File: config.mk
export PLATFORM = sky130hd
export DESIGN_NAME = acs_sequencer
export DESIGN_NICKNAME = d
export VERILOG_FILES = /design/src/logic/acs_pkg.sv /design/src/logic/acs_sequencer.sv /design/src/logic/acs_decim.sv
export SDC_FILE = /design/constraint.sdc
export NUM_CORES = 1
export LEC_CHECK = 0
export BUFFER_PORTS_ARGS = -buffer_cell sky130_fd_sc_hd__buf_2
export CAP_MARGIN = 25
export CORE_ASPECT_RATIO = 0.5
export CORE_MARGIN = 2
export CORE_UTILIZATION = 40
export DETAILED_ROUTE_END_ITERATION = 10
export PLACE_DENSITY = 0.59
export SETUP_SLACK_MARGIN = 0.02
export SYNTH_ARGS = -nofsm -noshare
export SYNTH_HDL_FRONTEND = slang
export SYNTH_SLANG_ARGS = --single-unit
File: constraint.sdc
create_clock -name clk_i -period 322.1 [get_ports clk_i]
set_clock_uncertainty 0.2 [all_clocks]
set_input_delay 16.105 -clock clk_i [delete_from_list [all_inputs] [get_ports clk_i]]
set_output_delay 16.105 -clock clk_i [all_outputs]
set_load 0.03 [all_outputs]
File: src/logic/acs_pkg.sv
package acs_pkg;
	localparam int unsigned CLK_HZ = 125_000_000;
	localparam int unsigned MOD_HZ = 250_000;
	localparam int unsigned MOD_DIV = CLK_HZ / MOD_HZ;
	localparam int CODE_W = 12;
	localparam int RATE_W = 3;
	localparam int CNT_W = 24;
	localparam int DIV_W = 16;
	localparam int ACC_W = 16;
	localparam int FULL_SCALE = 2047;
	localparam logic [7:0] GC_RESET_CODE = 8'h06;
	localparam logic [RATE_W-1:0] RATE_RESET = 3'h0;

	typedef enum logic [0:0] {
		ST_PWRDN = 1'b0,
		ST_CONV = 1'b1
	} acs_fsm_t;

	typedef struct packed {
		logic valid;
		logic [7:0] code;
	} acs_gc_cmd_t;

	typedef struct packed {
		logic [CODE_W-1:0] code;
		logic valid;
	} acs_result_t;

	// Sample rate in samples per second for each select code
	function automatic int unsigned rate_sps(input logic [RATE_W-1:0] sel);
		case (sel)
			3'h0: rate_sps = 128;
			3'h1: rate_sps = 250;
			3'h2: rate_sps = 490;
			3'h3: rate_sps = 920;
			3'h4: rate_sps = 1600;
			3'h5: rate_sps = 2400;
			default: rate_sps = 3300;
		endcase
	endfunction
endpackage

File: src/logic/acs_sequencer.sv
`timescale 1ns/1ps
`default_nettype none
module acs_sequencer #(
	parameter int unsigned CLK_HZ = acs_pkg::CLK_HZ
) (
	input wire logic clk_i,
	input wire logic sys_rst_i,
	input wire logic start_i,
	input wire logic mode_i,
	input wire logic [acs_pkg::RATE_W-1:0] sample_rate_select_i,
	input wire logic mod_bit_i,
	input wire acs_pkg::acs_gc_cmd_t gc_cmd_i,
	output logic [acs_pkg::CODE_W-1:0] result_o,
	output logic result_valid_o,
	output logic busy_o,
	output logic power_down_o
);
	import acs_pkg::*;

	typedef struct packed {
		acs_fsm_t fsm;
		logic [RATE_W-1:0] rate;
		logic [CNT_W-1:0] cnt;
		logic [DIV_W-1:0] div;
		logic mod_en;
		acs_result_t res;
		logic busy;
		logic pd;
	} acs_top_state_t;

	localparam acs_top_state_t TOP_RESET = '{
		fsm: ST_PWRDN, rate: RATE_RESET, cnt: '0, div: '0,
		mod_en: 1'b0, res: '0, busy: 1'b0, pd: 1'b1};
	localparam logic [DIV_W-1:0] DIV_LAST = DIV_W'(CLK_HZ / MOD_HZ - 1);

	// Long counts follow CLK_HZ, so a lower CLK_HZ shortens simulation
	function automatic logic [CNT_W-1:0] conv_last(
		input logic [RATE_W-1:0] sel);
		conv_last = CNT_W'(CLK_HZ / rate_sps(sel) - 1);
	endfunction

	acs_top_state_t s;
	acs_top_state_t next_s;
	acs_result_t filt;
	logic done;
	logic start;
	logic gc_hit;

	always_comb
	begin
		next_s = s;
		next_s.mod_en = 1'b0;
		next_s.res.valid = 1'b0;
		done = 1'b0;
		start = 1'b0;
		gc_hit = gc_cmd_i.valid && (gc_cmd_i.code == GC_RESET_CODE);
		if (s.div == DIV_LAST)
		begin
			next_s.div = '0;
			next_s.mod_en = 1'b1;
		end
		else
		begin
			next_s.div = s.div + 16'h0001;
		end
		case (s.fsm)
			ST_PWRDN:
			begin
				if (start_i)
					start = 1'b1;
			end
			ST_CONV:
			begin
				if (s.cnt == conv_last(s.rate))
				begin
					done = 1'b1;
					if (mode_i)
						start = 1'b1;
					else
						next_s.fsm = ST_PWRDN;
				end
				else
				begin
					next_s.cnt = s.cnt + 24'h00_0001;
				end
			end
			default:
				next_s.fsm = ST_PWRDN;
		endcase
		if (start)
		begin
			// Rate is latched per conversion so a change cannot cut one short
			next_s.fsm = ST_CONV;
			next_s.rate = sample_rate_select_i;
			next_s.cnt = '0;
		end
		if (filt.valid)
			next_s.res = filt;
		next_s.busy = (next_s.fsm == ST_CONV);
		next_s.pd = (next_s.fsm == ST_PWRDN);
		if (gc_hit)
			next_s = TOP_RESET;
	end

	always_ff @(posedge clk_i or posedge sys_rst_i)
	begin
		if (sys_rst_i)
			s <= TOP_RESET;
		else
			s <= next_s;
	end

	acs_decim u_decim (
		.clk_i(clk_i),
		.sys_rst_i(sys_rst_i),
		.clear_i(start | gc_hit),
		.done_i(done & ~gc_hit),
		.sample_en_i(s.mod_en && (s.fsm == ST_CONV)),
		.mod_bit_i(mod_bit_i),
		.result_o(filt)
	);

	// Result only moves whole, in one edge, so a read never sees a mix
	assign result_o = s.res.code;
	assign result_valid_o = s.res.valid;
	assign busy_o = s.busy;
	assign power_down_o = s.pd;

	// Cycles since the running conversion began; kept apart from s.cnt so
	// the length checks below do not lean on the counter they guard
	logic [CNT_W-1:0] gap;

	always_ff @(posedge clk_i or posedge sys_rst_i)
	begin
		if (sys_rst_i)
			gap <= '0;
		else if ((power_down_o && start_i) || done)
			gap <= '0;
		else
			gap <= gap + 24'h00_0001;
	end
endmodule
`default_nettype wire

File: src/logic/acs_decim.sv
`timescale 1ns/1ps
`default_nettype none
module acs_decim (
	input wire logic clk_i,
	input wire logic sys_rst_i,
	input wire logic clear_i,
	input wire logic done_i,
	input wire logic sample_en_i,
	input wire logic mod_bit_i,
	output acs_pkg::acs_result_t result_o
);
	import acs_pkg::*;

	typedef struct packed {
		logic signed [ACC_W-1:0] acc;
		logic [ACC_W-1:0] n;
		acs_result_t res;
	} acs_decim_state_t;

	acs_decim_state_t s;
	acs_decim_state_t next_s;
	logic signed [31:0] prod;
	logic signed [31:0] quo;

	always_comb
	begin
		next_s = s;
		next_s.res.valid = 1'b0;
		prod = 32'(s.acc) * 32'(FULL_SCALE);
		quo = 32'sh0000_0000;
		if (s.n != '0)
		begin
			quo = prod / $signed({16'h0000, s.n});
		end
		if (done_i)
		begin
			// Average of the bitstream scaled to full scale
			next_s.res.code = quo[CODE_W-1:0];
			next_s.res.valid = 1'b1;
			next_s.acc = '0;
			next_s.n = '0;
		end
		else if (clear_i)
		begin
			next_s.acc = '0;
			next_s.n = '0;
		end
		else if (sample_en_i)
		begin
			// Each modulator bit weighs plus or minus one
			next_s.acc = mod_bit_i ? s.acc + 16'sh0001 : s.acc - 16'sh0001;
			next_s.n = s.n + 16'h0001;
		end
	end

	always_ff @(posedge clk_i or posedge sys_rst_i)
	begin
		if (sys_rst_i)
			s <= '0;
		else
			s <= next_s;
	end

	assign result_o = s.res;
endmodule
`default_nettype wire

==> impl_metrics.csv <==
group,metric,value,unit
run_status,status,"finished, final reports clean",
timing,setup_viol,0,
cts,cts_hold_buf,0,
logic_synthesis,postSynthCellCount,7066,
detailed_routing,routedWlPerCell,19.09,um
finish,ff_latch_area,2604,sq um
worst_setup_path,start_kind,"flop",
worst_setup_path,endpoint_kind,"flop",
timing,max_slew_margin,31.42,%
detailed_routing,post_drt_via_cell_ratio,6.082,
worst_setup_path,slowest_delay,0.84,ns
grt,grt_pass1_wl,264.9,mm
cts,clk_latency,0.39,ns
floorplanning,initial_utilization,40.25,%
detailed_routing,vias,52650,
logic_synthesis,yosysTopAreaCell,"ha_1",
job,maxCapViolations,0,
logic_synthesis,synth-edff-count,0,
cts,clockRootBuffer,"clkbuf_16",
detailed_routing,drt_first_pass_iters,8,
floorplanning,pin_count,32,
timing,grt_setup_unrepaired,"no",
floorplanning,die_y,255.5,um
logic_synthesis,ys_seq_elements,104,
floorplanning,dieWidth,507.0,um
worst_hold_path,hold_class,"flop to flop",
placed_design,gp_congestion,0.9451,
timing,final-hold-violation-count,0,
logic_synthesis,synth_flop_cell,"dfrtp_1",
timing,period_minus_slack,117.93,ns
cts,cts.repair.resized,0,
worst_setup_path,crit_slowest_cell,"nor2_1",
cts,clock-sinks,104,
grt,antenna_found_initial,0,
logic_synthesis,async_reset_ff_share,100.0,%
grt,grt_max_degree,67,
detailed_routing,ant_nets,0,
logic_synthesis,ys.warnings.count,0,
floorplanning,core,125700,sq um
worst_setup_path,crit_arrival,118.03,ns
timing,slew_violations,0,
finish,final_cell_mix,"ha_1, nor2_1, nand2_1",
grt,grt-ovfl-total,0,
grt,gr-usage-all-layers,24.51,%
detailed_routing,drt-initial-drc-count,4128,
cts,htreeDepth,3,
worst_setup_path,path_max_fanout,34,
cts,cts_buffers,9,
finish,layout_commonest_cell,"ha_1",
placed_design,dp_hpwl,130.5,mm
finish,multiInputGateArea,45560,sq um
cts,clk_pin_slew_worst_paths,0.09,ns
finish,antenna_cells,0,
worst_setup_path,worstPathRequired,322.21,ns
logic_synthesis,yosys.cell_types.count,140,
timing,setup_tns,0,ns
grt,grt_pass1_vias,48970,
logic_synthesis,syn_avg_cell_area,7.160,sq um
timing,finalCritPeriodShare,36.61,%
logic_synthesis,synth_area,50590,sq um
cts,post_cts_buffers,0,
finish,drive_above_1_share,6.576,%
finish,areaGrowthSynthToFinish,4.741,%
worst_setup_path,worst_path_most_repeated_cell,"o21a_1",
placed_design,port_buffers,31,
logic_synthesis,synth_top_cell_area_share,17.53,%
floorplanning,std_cell_rows,92,
logic_synthesis,ys_seq_area_share,5.146,%
worst_setup_path,crit_type,"flop to flop",
timing,worst_pin_slew,1.029,ns
cts,cts_buffer_depth,2,
cts,cts_tree,"yes",
worst_setup_path,reg2reg_slack,204.17,ns
finish,final_util,42.16,%
logic_synthesis,synth.area.top_cells,"ha_1, o21a_1, xnor2_1",
detailed_routing,routed_wl,165.3,mm
detailed_routing,drc,0,
timing,fmax,0.008480,GHz
finish,fillers,13250,
finish,layout.nets,7772,
floorplanning,dieArea,129500,sq um
kinds of logic (layout without fill, tap and decap cells):
family | count (synthesis) | after routing | synth area share (%)
flip-flops | 104 | 104 | 5.146
other | 2 | 10 | 0.01484
multiplexers | 228 | 228 | 4.892
buffers and inverters | 641 | 532 | 4.998
AND/OR/NAND/NOR | 2602 | 2602 | 25.50
AO/OA/AOI/OAI | 2243 | 2243 | 30.65
XOR/XNOR | 445 | 445 | 7.748
adder cells (fa/ha/maj) | 801 | 801 | 21.06
path summary, 6_finish.rpt:
kind | cells past startpoint | endpoint | startpoint
worst max-delay path | 559 | u_decim.result_o[11]$_DFFE_PP0P_ | u_decim.s[32]$_DFFE_PP0P_
worst min-delay path | 1 | s[16]$_DFF_PP0_ | s[16]$_DFF_PP0_
worst max register to register | 559 | u_decim.result_o[11]$_DFFE_PP0P_ | u_decim.s[32]$_DFFE_PP0P_
worst min register to register | 1 | s[16]$_DFF_PP0_ | s[16]$_DFF_PP0_
max in group asynchronous | 3 | s[39]$_DFFE_PP0P_ | sys_rst_i
min in group asynchronous | 2 | u_decim.result_o[6]$_DFFE_PP0P_ | sys_rst_i
critical path: cells and delay by family, from the launching register on:
kind	cells	cell delay [ns]
AO/OA/AOI/OAI	398	78.81
XOR/XNOR	4	0.57
multiplexers	10	2.96
AND/OR/NAND/NOR	84	18.56
adder cells (fa/ha/maj)	35	10.83
flip-flops	1	0.49
buffers and inverters	28	5.12
per-layer routing:
metal | global-route usage, % | wire [um] | vias to the layer above
li1 | - | - | 26220
met1 | 34.02 | 77620 | 24660
met2 | 41.04 | 75100 | 1528
met3 | 1.696 | 8436 | 250
met4 | 6.103 | 4117 | 0
met5 | 0 | 0 | -
registers in the layout, summed over array words and instances (netlist names):
name / count
power_down_o: 1
u_decim.result_o: 13
result_valid_o: 1
s: 44
u_decim.s: 32
result_o: 12
busy_o: 1
final cells by class:
cell class / count / share of cell area [%]
clock buffer: 9 / 0.4250
clock inverter: 7 / 0.1676
inverter: 386 / 2.739
multi-input combinational: 6329 / 85.97
sequential: 104 / 4.913
tap: 1692 / 3.995
timing repair buffer: 130 / 1.785
cells in the mapped netlist, drive strengths merged (113+ instances only):
cell type and n:
a21o 168, a21oi 475, clkbuf 182, ha 709, inv 382, mux2 125, nand2 621, nand3 184
nor2 640, nor3 427, o21a 372, o21ai 351, o31ai 177, or3 113, xnor2 309, xor2 136
per-stage QoR:
step,hold WS (ns),std cells,worst slack [ns],instance area (sq um)
floorplan,0.2430,7074,210.25,50620
global placement,0.2668,8635,207.81,52590
detailed placement,0.2701,8639,205.13,52640
CTS,0.2834,8655,204.81,52950
global route,0.2947,8657,193.99,52990
finish,0.2835,8657,204.17,52990
Power is not shown: default switching activity piles up to over one toggle a cycle in this logic, so the estimate is an artifact.
